<file path="src/core/mebp_pkg.sv">
// constants, enums and timing of the external bus port of an 8-bit microcontroller
// assumes one clock clk_i that stands for the oscillator, 15 of them per machine cycle
// Contract
// RULE1: test zero level available for conditional jumps
// RULE2: clock enable op drives clock on test zero
// RULE3: single step low halts after each instruction
// RULE4: low interrupt pin requests interrupt, is testable
// RULE5: select high forces all fetches external
// RULE6: read strobe on data read, bus input
// RULE7: code fetch strobe reads external program bytes
// RULE8: write strobe on data write, bus output
// RULE9: one address latch pulse per machine cycle
// RULE10: bidirectional bus, bus output value stays latched
// RULE11: fetch puts low pc with latch pulse
// RULE12: data access puts address, then strobes data
// RULE13: quasi ports reset to ones, read after ones
// RULE14: external fetch drives pc top nibble on port2
// RULE15: port2 low nibble is expander bus
// RULE16: expander strobe times expander nibble transfers
// RULE17: test one testable, edges clock event counter
// RULE18: strobes exclusive, bus released during reads
package mebp_pkg;

   localparam int unsigned CLK_MHZ        = 200;
   localparam int unsigned CYCLE_LEN      = 15;
   localparam logic [3:0]  CNT_LAST       = 4'hE;
   localparam logic [3:0]  CNT_DECIDE     = 4'hD;
   localparam logic [3:0]  ALE_END        = 4'h4;
   localparam logic [3:0]  ADDR_END       = 4'h5;
   localparam logic [3:0]  STB_ON         = 4'h6;
   localparam logic [3:0]  STB_OFF        = 4'hD;
   localparam logic [3:0]  SAMPLE_AT      = 4'hC;
   localparam logic [11:0] INT_ROM_LIMIT  = 12'h800;
   localparam logic [7:0]  PORT_RESET     = 8'hFF;
   localparam logic [1:0]  EXP_CMD_READ   = 2'h0;
   localparam int unsigned CLKOUT_DIV_DEF = 3;

   typedef enum logic [2:0] {
      MEBP_OP_IDLE,
      MEBP_OP_FETCH,
      MEBP_OP_DATA_RD,
      MEBP_OP_DATA_WR,
      MEBP_OP_BUS_IN,
      MEBP_OP_BUS_OUT,
      MEBP_OP_EXP
   } mebp_op_type;

   typedef enum logic {
      MEBP_ST_RUN,
      MEBP_ST_HALT
   } mebp_state_type;

endpackage

</file>
<file path="src/core/mebp_external_bus_port.sv">
// machine-cycle sequencer for the external memory, port and expander pins
// assumes a core that posts one request per machine cycle and drives inputs synchronously
`timescale 1ns/1ps
module mebp_external_bus_port
   import mebp_pkg::*;
#(
   parameter int unsigned CLKOUT_DIV = CLKOUT_DIV_DEF
) (
   input  wire logic        clk_i,                    // oscillator clock
   input  wire logic        reset_n_i,                // async reset, active low
   input  wire logic        req_valid_i,              // core request for next cycle
   input  wire mebp_op_type req_kind_i,               // kind of machine cycle
   input  wire logic [11:0] req_addr_i,               // pc, data address or expander ctrl
   input  wire logic [7:0]  req_wdata_i,              // write data
   input  wire logic        instr_boundary_i,         // current cycle ends an instruction
   output logic             req_ready_o,              // request taken at the next edge
   output logic [7:0]       rdata_o,                  // read or fetched byte
   output logic             rdata_valid_o,            // one-cycle answer pulse
   input  wire logic [7:0]  rom_data_i,               // internal program byte
   output logic             halted_o,                 // stopped in single step
   input  wire logic        ss_n_i,                   // single step, active low
   input  wire logic        memory_source_select_i,   // high forces external fetch
   input  wire logic        irq_n_i,                  // interrupt pin, active low
   output logic             irq_request_o,            // interrupt requested
   output logic             jump_on_irq_low_o,        // irq pin low level
   input  wire logic        t0_i,                     // test zero pin in
   output logic             t0_o,                     // test zero pin out
   output logic             t0_oe_n_o,                // test zero drive, active low
   input  wire logic        clock_out_enable_op_i,    // pulse: clock onto test zero
   output logic             jump_on_test_zero_o,      // test zero level
   input  wire logic        t1_i,                     // test one pin
   input  wire logic        event_count_start_op_i,   // pulse: start counting
   input  wire logic        event_count_stop_i,       // pulse: stop counting
   output logic             jump_on_test_one_o,       // test one level
   output logic             event_tick_o,             // one pulse per counted edge
   input  wire logic        port_wr_i,                // write a port latch
   input  wire logic        port_sel_i,               // 0 port1, 1 port2
   input  wire logic [7:0]  port_wdata_i,             // port latch value
   output logic [7:0]       port1_in_o,               // port1 pin levels
   output logic [7:0]       port2_in_o,               // port2 pin levels
   output logic             ale_o,                    // address latch enable
   output logic             code_fetch_strobe_n_o,    // program fetch strobe
   output logic             rd_n_o,                   // read strobe
   output logic             wr_n_o,                   // write strobe
   output logic             expander_strobe_o,        // expander strobe
   input  wire logic [7:0]  d_i,                      // data bus in
   output logic [7:0]       d_o,                      // data bus out
   output logic             d_oe_n_o,                 // data bus drive, active low
   input  wire logic [7:0]  p1_i,                     // port1 pins in
   output logic [7:0]       p1_o,                     // port1 pins out
   output logic [7:0]       p1_oe_n_o,                // port1 drive per bit, active low
   input  wire logic [7:0]  p2_i,                     // port2 pins in
   output logic [7:0]       p2_o,                     // port2 pins out
   output logic [7:0]       p2_oe_n_o                 // port2 drive per bit, active low
);
   function automatic logic in_strobe(input logic [3:0] c);
      in_strobe = (c >= STB_ON) && (c < STB_OFF);
   endfunction
   mebp_state_type state_reg, state_next;
   logic [3:0]  cnt_reg, cnt_next;
   mebp_op_type kind_reg, kind_next;
   logic        ext_reg, ext_next;
   logic        halt_req_reg, halt_req_next;
   logic        ready_reg, ready_next;
   logic [11:0] addr_reg, addr_next;
   logic [7:0]  wdata_reg, wdata_next;
   logic [7:0]  bus_latch_reg, bus_latch_next;
   logic        bus_hold_reg, bus_hold_next;
   logic [7:0]  rdata_reg, rdata_next;
   logic        rvalid_reg, rvalid_next;
   logic [7:0]  p1_latch_reg, p1_latch_next;
   logic [7:0]  p2_latch_reg, p2_latch_next;
   logic        ale_reg, ale_next;
   logic        fstb_n_reg, fstb_n_next;
   logic        rd_n_reg, rd_n_next;
   logic        wr_n_reg, wr_n_next;
   logic        xstb_reg, xstb_next;
   logic [7:0]  d_reg, d_next;
   logic        d_oe_n_reg, d_oe_n_next;
   logic [7:0]  p2_out_reg, p2_out_next;
   logic [7:0]  p2_oe_n_reg, p2_oe_n_next;
   // sequencer, request capture and bus pins
   always_comb begin
      state_next     = state_reg;
      cnt_next       = cnt_reg;
      kind_next      = kind_reg;
      ext_next       = ext_reg;
      halt_req_next  = halt_req_reg;
      ready_next     = 1'b0;
      addr_next      = addr_reg;
      wdata_next     = wdata_reg;
      bus_latch_next = bus_latch_reg;
      bus_hold_next  = bus_hold_reg;
      rdata_next     = rdata_reg;
      rvalid_next    = 1'b0;
      p1_latch_next  = p1_latch_reg;
      p2_latch_next  = p2_latch_reg;
      if (port_wr_i && !port_sel_i) begin
         p1_latch_next = port_wdata_i;
      end else if (port_wr_i) begin
         p2_latch_next = port_wdata_i;
      end
      case (state_reg)
         MEBP_ST_RUN: begin
            if (cnt_reg == CNT_DECIDE) begin
               halt_req_next = !ss_n_i && instr_boundary_i;        // [RULE3]
               cnt_next      = CNT_LAST;
               ready_next    = !(!ss_n_i && instr_boundary_i);
            end else if (cnt_reg == CNT_LAST) begin
               if (halt_req_reg) begin
                  state_next    = MEBP_ST_HALT;                    // [RULE3]
                  halt_req_next = 1'b0;
               end else begin
                  cnt_next  = 4'h0;
                  kind_next = MEBP_OP_IDLE;
                  ext_next  = 1'b0;
                  if (req_valid_i) begin
                     kind_next  = req_kind_i;
                     addr_next  = req_addr_i;
                     wdata_next = req_wdata_i;
                     ext_next   = (req_kind_i == MEBP_OP_FETCH) &&
                                  (memory_source_select_i ||
                                   (req_addr_i >= INT_ROM_LIMIT));  // [RULE5]
                     if (req_kind_i == MEBP_OP_BUS_OUT) begin
                        bus_latch_next = req_wdata_i;               // [RULE10]
                        bus_hold_next  = 1'b1;
                     end else if ((req_kind_i == MEBP_OP_DATA_RD) ||
                                  (req_kind_i == MEBP_OP_BUS_IN) ||
                                  ext_next) begin
                        bus_hold_next = 1'b0;                       // [RULE18]
                     end
                  end
               end
            end else begin
               cnt_next = cnt_reg + 4'h1;
            end
            if (cnt_reg == SAMPLE_AT) begin
               case (kind_reg)
                  MEBP_OP_FETCH: begin
                     rdata_next  = ext_reg ? d_i : rom_data_i;      // [RULE11]
                     rvalid_next = 1'b1;
                  end
                  MEBP_OP_DATA_RD, MEBP_OP_BUS_IN: begin
                     rdata_next  = d_i;                             // [RULE12]
                     rvalid_next = 1'b1;
                  end
                  MEBP_OP_EXP: begin
                     if (addr_reg[3:2] == EXP_CMD_READ) begin
                        rdata_next  = {4'h0, p2_i[3:0]};            // [RULE15]
                        rvalid_next = 1'b1;
                     end
                  end
                  default: rvalid_next = 1'b0;
               endcase
            end
         end
         MEBP_ST_HALT: begin
            if (ss_n_i) begin
               state_next = MEBP_ST_RUN;                            // [RULE3]
               ready_next = 1'b1;
            end
         end
         default: begin
            state_next = MEBP_ST_RUN;
            cnt_next   = 4'h0;
         end
      endcase
   end
   // pin levels for the phase that the next state enters
   always_comb begin
      ale_next     = 1'b0;
      fstb_n_next  = 1'b1;
      rd_n_next    = 1'b1;
      wr_n_next    = 1'b1;
      xstb_next    = 1'b1;
      d_next       = bus_latch_next;
      d_oe_n_next  = !bus_hold_next;                                 // [RULE10]
      p2_out_next  = p2_latch_next;
      p2_oe_n_next = p2_latch_next;                                  // [RULE13]
      if (state_next == MEBP_ST_HALT) begin
         ale_next = 1'b1;                                            // [RULE3]
      end else begin
         ale_next = (cnt_next < ALE_END);                            // [RULE9]
         case (kind_next)
            MEBP_OP_FETCH: begin
               if (ext_next) begin
                  p2_out_next[3:0]  = addr_next[11:8];               // [RULE14]
                  p2_oe_n_next[3:0] = 4'h0;
                  fstb_n_next       = !in_strobe(cnt_next);          // [RULE7]
                  if (cnt_next < ADDR_END) begin
                     d_next      = addr_next[7:0];                   // [RULE11]
                     d_oe_n_next = 1'b0;
                  end else begin
                     d_oe_n_next = 1'b1;                             // [RULE18]
                  end
               end
            end
            MEBP_OP_DATA_RD, MEBP_OP_BUS_IN: begin
               rd_n_next = !in_strobe(cnt_next);                     // [RULE6]
               if ((kind_next == MEBP_OP_DATA_RD) && (cnt_next < ADDR_END)) begin
                  d_next      = addr_next[7:0];                      // [RULE12]
                  d_oe_n_next = 1'b0;
               end else begin
                  d_oe_n_next = 1'b1;                                // [RULE18]
               end
            end
            MEBP_OP_DATA_WR, MEBP_OP_BUS_OUT: begin
               wr_n_next   = !in_strobe(cnt_next);                   // [RULE8]
               d_oe_n_next = 1'b0;
               if ((kind_next == MEBP_OP_DATA_WR) && (cnt_next < ADDR_END)) begin
                  d_next = addr_next[7:0];                           // [RULE12]
               end else begin
                  d_next = wdata_next;                               // [RULE10]
               end
            end
            MEBP_OP_EXP: begin
               xstb_next         = !in_strobe(cnt_next);             // [RULE16]
               p2_oe_n_next[3:0] = 4'h0;
               if (cnt_next < STB_ON) begin
                  p2_out_next[3:0] = addr_next[3:0];                 // [RULE15]
               end else if (addr_next[3:2] == EXP_CMD_READ) begin
                  p2_out_next[3:0]  = 4'hF;
                  p2_oe_n_next[3:0] = 4'hF;
               end else begin
                  p2_out_next[3:0] = wdata_next[3:0];                // [RULE15]
               end
            end
            default: ale_next = (cnt_next < ALE_END);
         endcase
      end
   end
   always_ff @(posedge clk_i or negedge reset_n_i) begin
      if (!reset_n_i) begin
         state_reg     <= MEBP_ST_RUN;
         cnt_reg       <= 4'h0;
         kind_reg      <= MEBP_OP_IDLE;
         ext_reg       <= 1'b0;
         halt_req_reg  <= 1'b0;
         ready_reg     <= 1'b0;
         addr_reg      <= 12'h000;
         wdata_reg     <= 8'h00;
         bus_latch_reg <= 8'h00;
         bus_hold_reg  <= 1'b0;
         rdata_reg     <= 8'h00;
         rvalid_reg    <= 1'b0;
         p1_latch_reg  <= PORT_RESET;                                // [RULE13]
         p2_latch_reg  <= PORT_RESET;
         ale_reg       <= 1'b1;
         fstb_n_reg    <= 1'b1;
         rd_n_reg      <= 1'b1;
         wr_n_reg      <= 1'b1;
         xstb_reg      <= 1'b1;
         d_reg         <= 8'h00;
         d_oe_n_reg    <= 1'b1;
         p2_out_reg    <= PORT_RESET;
         p2_oe_n_reg   <= PORT_RESET;
      end else begin
         state_reg     <= state_next;
         cnt_reg       <= cnt_next;
         kind_reg      <= kind_next;
         ext_reg       <= ext_next;
         halt_req_reg  <= halt_req_next;
         ready_reg     <= ready_next;
         addr_reg      <= addr_next;
         wdata_reg     <= wdata_next;
         bus_latch_reg <= bus_latch_next;
         bus_hold_reg  <= bus_hold_next;
         rdata_reg     <= rdata_next;
         rvalid_reg    <= rvalid_next;
         p1_latch_reg  <= p1_latch_next;
         p2_latch_reg  <= p2_latch_next;
         ale_reg       <= ale_next;
         fstb_n_reg    <= fstb_n_next;
         rd_n_reg      <= rd_n_next;
         wr_n_reg      <= wr_n_next;
         xstb_reg      <= xstb_next;
         d_reg         <= d_next;
         d_oe_n_reg    <= d_oe_n_next;
         p2_out_reg    <= p2_out_next;
         p2_oe_n_reg   <= p2_oe_n_next;
      end
   end
   // test pins, interrupt pin, event counting and port sampling
   logic        t0_lvl_reg, t0_lvl_next;
   logic        t1_lvl_reg, t1_lvl_next;
   logic        irq_reg, irq_next;
   logic        t0_oe_n_reg, t0_oe_n_next;
   logic        t0_out_reg, t0_out_next;
   logic [7:0]  div_reg, div_next;
   logic        count_en_reg, count_en_next;
   logic        tick_reg, tick_next;
   logic [7:0]  p1_in_reg, p1_in_next;
   logic [7:0]  p2_in_reg, p2_in_next;
   always_comb begin
      t0_lvl_next    = t0_i;                                         // [RULE1]
      t1_lvl_next    = t1_i;                                         // [RULE17]
      irq_next       = !irq_n_i;                                     // [RULE4]
      p1_in_next     = p1_i;
      p2_in_next     = p2_i;
      t0_oe_n_next   = t0_oe_n_reg && !clock_out_enable_op_i;        // [RULE2]
      t0_out_next    = t0_out_reg;
      div_next       = div_reg;
      if (!t0_oe_n_reg) begin
         if (div_reg == 8'(CLKOUT_DIV - 1)) begin
            div_next    = 8'h00;
            t0_out_next = !t0_out_reg;                               // [RULE2]
         end else begin
            div_next = div_reg + 8'h01;
         end
      end
      count_en_next = count_en_reg;
      if (event_count_start_op_i) begin
         count_en_next = 1'b1;
      end else if (event_count_stop_i) begin
         count_en_next = 1'b0;
      end
      tick_next = count_en_reg && t1_lvl_reg && !t1_i;               // [RULE17]
   end
   always_ff @(posedge clk_i or negedge reset_n_i) begin
      if (!reset_n_i) begin
         t0_lvl_reg    <= 1'b0;
         t1_lvl_reg    <= 1'b0;
         irq_reg       <= 1'b0;
         t0_oe_n_reg   <= 1'b1;
         t0_out_reg    <= 1'b0;
         div_reg       <= 8'h00;
         count_en_reg  <= 1'b0;
         tick_reg      <= 1'b0;
         p1_in_reg     <= 8'h00;
         p2_in_reg     <= 8'h00;
      end else begin
         t0_lvl_reg    <= t0_lvl_next;
         t1_lvl_reg    <= t1_lvl_next;
         irq_reg       <= irq_next;
         t0_oe_n_reg   <= t0_oe_n_next;
         t0_out_reg    <= t0_out_next;
         div_reg       <= div_next;
         count_en_reg  <= count_en_next;
         tick_reg      <= tick_next;
         p1_in_reg     <= p1_in_next;
         p2_in_reg     <= p2_in_next;
      end
   end
   assign req_ready_o           = ready_reg;
   assign rdata_o               = rdata_reg;
   assign rdata_valid_o         = rvalid_reg;
   assign halted_o              = (state_reg == MEBP_ST_HALT);
   assign irq_request_o         = irq_reg;
   assign jump_on_irq_low_o     = irq_reg;
   assign t0_o                  = t0_out_reg;
   assign t0_oe_n_o             = t0_oe_n_reg;
   assign jump_on_test_zero_o   = t0_lvl_reg;
   assign jump_on_test_one_o    = t1_lvl_reg;
   assign event_tick_o          = tick_reg;
   assign port1_in_o            = p1_in_reg;
   assign port2_in_o            = p2_in_reg;
   assign ale_o                 = ale_reg;
   assign code_fetch_strobe_n_o = fstb_n_reg;
   assign rd_n_o                = rd_n_reg;
   assign wr_n_o                = wr_n_reg;
   assign expander_strobe_o     = xstb_reg;
   assign d_o                   = d_reg;
   assign d_oe_n_o              = d_oe_n_reg;
   assign p1_o                  = p1_latch_reg;
   assign p1_oe_n_o             = p1_latch_reg;
   assign p2_o                  = p2_out_reg;
   assign p2_oe_n_o             = p2_oe_n_reg;
endmodule // mebp_external_bus_port

</file>
<file path="config.mk">
export PLATFORM = sky130hd
export DESIGN_NAME = mebp_external_bus_port
export DESIGN_NICKNAME = d
export VERILOG_FILES = /design/src/core/mebp_pkg.sv /design/src/core/mebp_external_bus_port.sv
export SDC_FILE = /design/constraint.sdc
export NUM_CORES = 1
export LEC_CHECK = 0
export ABC_AREA = 1
export BUFFER_PORTS_ARGS = -buffer_cell sky130_fd_sc_hd__buf_4
export CAP_MARGIN = 20
export CORE_UTILIZATION = 40
export CTS_BUF_LIST = sky130_fd_sc_hd__clkbuf_8
export DETAILED_ROUTE_END_ITERATION = 6
export PLACE_DENSITY = 0.72
export SLEW_MARGIN = 15
export SYNTH_ARGS = -nofsm -noshare
export SYNTH_HDL_FRONTEND = slang
export SYNTH_SLANG_ARGS = --single-unit
export TNS_END_PERCENT = 10
</file>
<file path="constraint.sdc">
create_clock -name clk_i -period 5.9 [get_ports clk_i]
set_clock_uncertainty 0.15 [all_clocks]
set_input_delay 1.18 -clock clk_i [delete_from_list [all_inputs] [get_ports clk_i]]
set_output_delay 1.18 -clock clk_i [all_outputs]
set_load 0.02 [all_outputs]
</file>
==> results.md <==
* Distinct cells, synth at 44
* Crit start category: register
* R2R Path Start: cnt_reg[1]
* Peak VDD IR at 0.1871 mV
* Final Power at 3.698 mW
* Grt total ovfl at 0
* Full die area at 13700 um2
* Max Slew Vio Count at 0
* Pre-antenna DRT Iters at 5
* Total core area at 12770 um2
* Worst setup path start: cnt_reg[1]
* Die X at 117.1 um
* Clock sink count at 118
* Fillers at 1141
* Post-synth ARST share at 100.0%
* Most common flop cell mapped by yosys: dfrtp_1
* Sequential-to-total area share from yosys stat at 56.50%
* Pin count of the biggest net entering global routing at 71
* Flop-to-flop setup slack at 3.06 ns
* Clock-pin slew on the worst setup and hold paths at 0.07 ns
* Endpoint with the worst hold slack: bus_latch_reg[4]
* Iter 0 DRT Violations at 274
* Max FFs per register at 12
* Synthesized cell area at 5295 um2
* WL per Instance at 13.84 um
* H-tree lvl count at 4
* Area Growth Syn to Fin at 32.18%
* N_diodes at 0
* Via density at 4.721
* Fin. Hold Viols at 0
* Final period utilization at 48.19%
* Final setup vio count at 0
* Drt drc at 0
* Critical Path AT at 3.06 ns
* P per Cell Area at 528.3 nW/um2
* Sequential cell area at 2992 um2
* Synthesis-stage register bit count at 118
* Drt total wl at 12.51 mm
* # hold bufs at CTS at 0
* Run status: completed
* FMAX at 351.7 MHz
* I/O pin cnt at 157
* Site Rows at 41
* Hold_ws at 0.3230 ns
* Worst-path maximum fanout at 30
* Hold path depth at 2
* Port Buffers at 156
* Post_cts resized at 0
* Syn Nets at 650
* Warnings from Yosys at 0
* RSZ-0062 raised after global routing: no
* First-pass GRT wire length at 19.81 mm
* Crit path kind: register to register
* Share of layout cells above drive strength 1 at 35.25%
* GRT Overall Usage at 19.45%
* Gpl congestion at 0.8762
* Initial antenna violation count at 0
* Max-cap viol count at 0
* Fin crit period at 2.843 ns
* Hold_sp: bus_latch_reg[4]
* Crit end category: register
* Antenna viol nets, final at 0
* LEAKAGE at 3.709 nW
* Avg Cell Area, Syn at 9.339 um2
* CTS Buf Count at 17
* Net count, final at 802
* Post-synth EDFFs at 0
* Starting Density at 41.45%
* Die height at 117.1 um
* Routed vias at 4268
* Reg2Reg Depth at 15
* Setup TNS at 0 ns
* Multi-input gate area at 1847 um2
* Worst-margin pin slew at 0.8739 ns
* HP Class: register to register
* Reg2reg end: d_o[3]
* DP HPWL at 9.367 mm
* Number of global-route vias before repair at 4163
* Crit path required time at 6.12 ns
* # Post-CTS Setup Buffers at 0
* Synthesized netlist cell count at 567
* CTS max path bufs at 2
* Clk_lat worst skew at 0.43 ns
* CTS tree: built
* Slew margin rel. at 41.74%
* Root Driver: clkbuf_8
[worst max-delay path, stage by stage (launching register included)]
cell and delay (ns):
dfrtp_1 0.46, inv_1 0.10, ha_1 0.22, nand3_1 0.12, nand2_1 0.16, nor2_4 0.16
nand2_2 0.34, o21ai_4 0.31, inv_2 0.08, nor2_4 0.18, nand2_2 0.08, nand3_2 0.14
nand2_1 0.08, nand2_1 0.07, nand2_1 0.05, nand2_1 0.08
[stage by stage]
step	std cells	setup WS [ns]	utilization (%)	cell area, um2
3_3_place_gp	872	2.745	51.02	6518
3_5_place_dp	872	2.656	51.02	6518
5_1_grt	904	2.806	54.79	6999
4_1_cts	904	3.068	54.79	6999
6_report	904	3.057	54.79	6999
2_1_floorplan	567	3.165	-	5295
[per-layer routing]
layer	vias to the layer above	share of wire [%]	global-route usage, %
met5	-	0	0
met4	0	2.5	9.536
met3	27	7.3	5.664
met2	184	47	31.76
met1	1977	43	23.63
li1	2080	-	-
[power breakdown]
part,internal (mW),switching [mW]
clock,0.573,0.309
sequential,1.11,0.157
combinational,0.557,0.997
total,2.24,1.46
[synth_stat cells (4+ instances only)]
cell type  instances  area, um2
nand2_1          161      604.3
dfrtp_1           87       2177
inv_1             69      259.0
nor2_1            36      135.1
dfstp_2           31      814.5
o21ai_0           25      125.1
buf_4             17      127.6
a21oi_1           16      80.08
nand3_1           16      80.08
o21ai_1           10      50.05
a2bb2oi_1          8      70.07
inv_2              7      26.28
nand2_2            7      43.79
ha_1               6      75.07
nand4_1            6      37.54
o21a_1             5      37.54
xor2_1             5      43.79
a221oi_1           4      35.03
nor2_4             4      45.04
[final cells by class]
| class | instances | share of cell area (%) |
|---|---|---|
| well taps | 172 | 3.075 |
| repair buffers | 157 | 16.84 |
| inverters | 76 | 4.076 |
| clock buffers | 20 | 3.933 |
| flip-flops and latches | 118 | 42.74 |
| multi-input cells | 349 | 26.39 |
| clock inverters | 12 | 2.950 |
[placed cells by master (no fill, tap or decap), types with 5 or more instances in the layout]
cell	synthesis	final
buf_4	17	157
a2bb2oi_1	8	8
o21ai_1	10	10
o21ai_0	25	25
ha_1	6	6
nand2_1	161	161
inv_1	69	72
clkbuf_8	0	20
nand4_1	6	6
nand2_2	7	7
o21a_1	5	5
a21oi_1	16	16
xor2_1	5	5
dfstp_2	31	31
nand3_1	16	16
inv_2	7	7
dfrtp_1	87	87
nor2_1	36	36
bufinv_16	0	6
[cell families after synthesis]
logic type,count (synthesis),share of synthesized area (%)
AO/OA/AOI/OAI,80,9.877
XOR/XNOR,9,1.631
adder cells (fa/ha/maj),6,1.418
buffers and inverters,100,8.625
flip-flops,118,56.50
multiplexers,2,0.3781
AND/OR/NAND/NOR,252,21.57
[worst max path at each step]
| stage | endpoint | slack, ns | cells after the start |
|---|---|---|---|
| finish | d_o[3] | 3.06 | 15 |
| global route | d_o[1] | 2.81 | 15 |
| CTS | d_o[3] | 3.07 | 15 |
| detailed placement | d_o[3] | 2.66 | 13 |
| global placement | d_o[6] | 2.74 | 13 |
| floorplan | d_o[0] | 3.17 | 11 |
(Power assumes the default switching activity.)
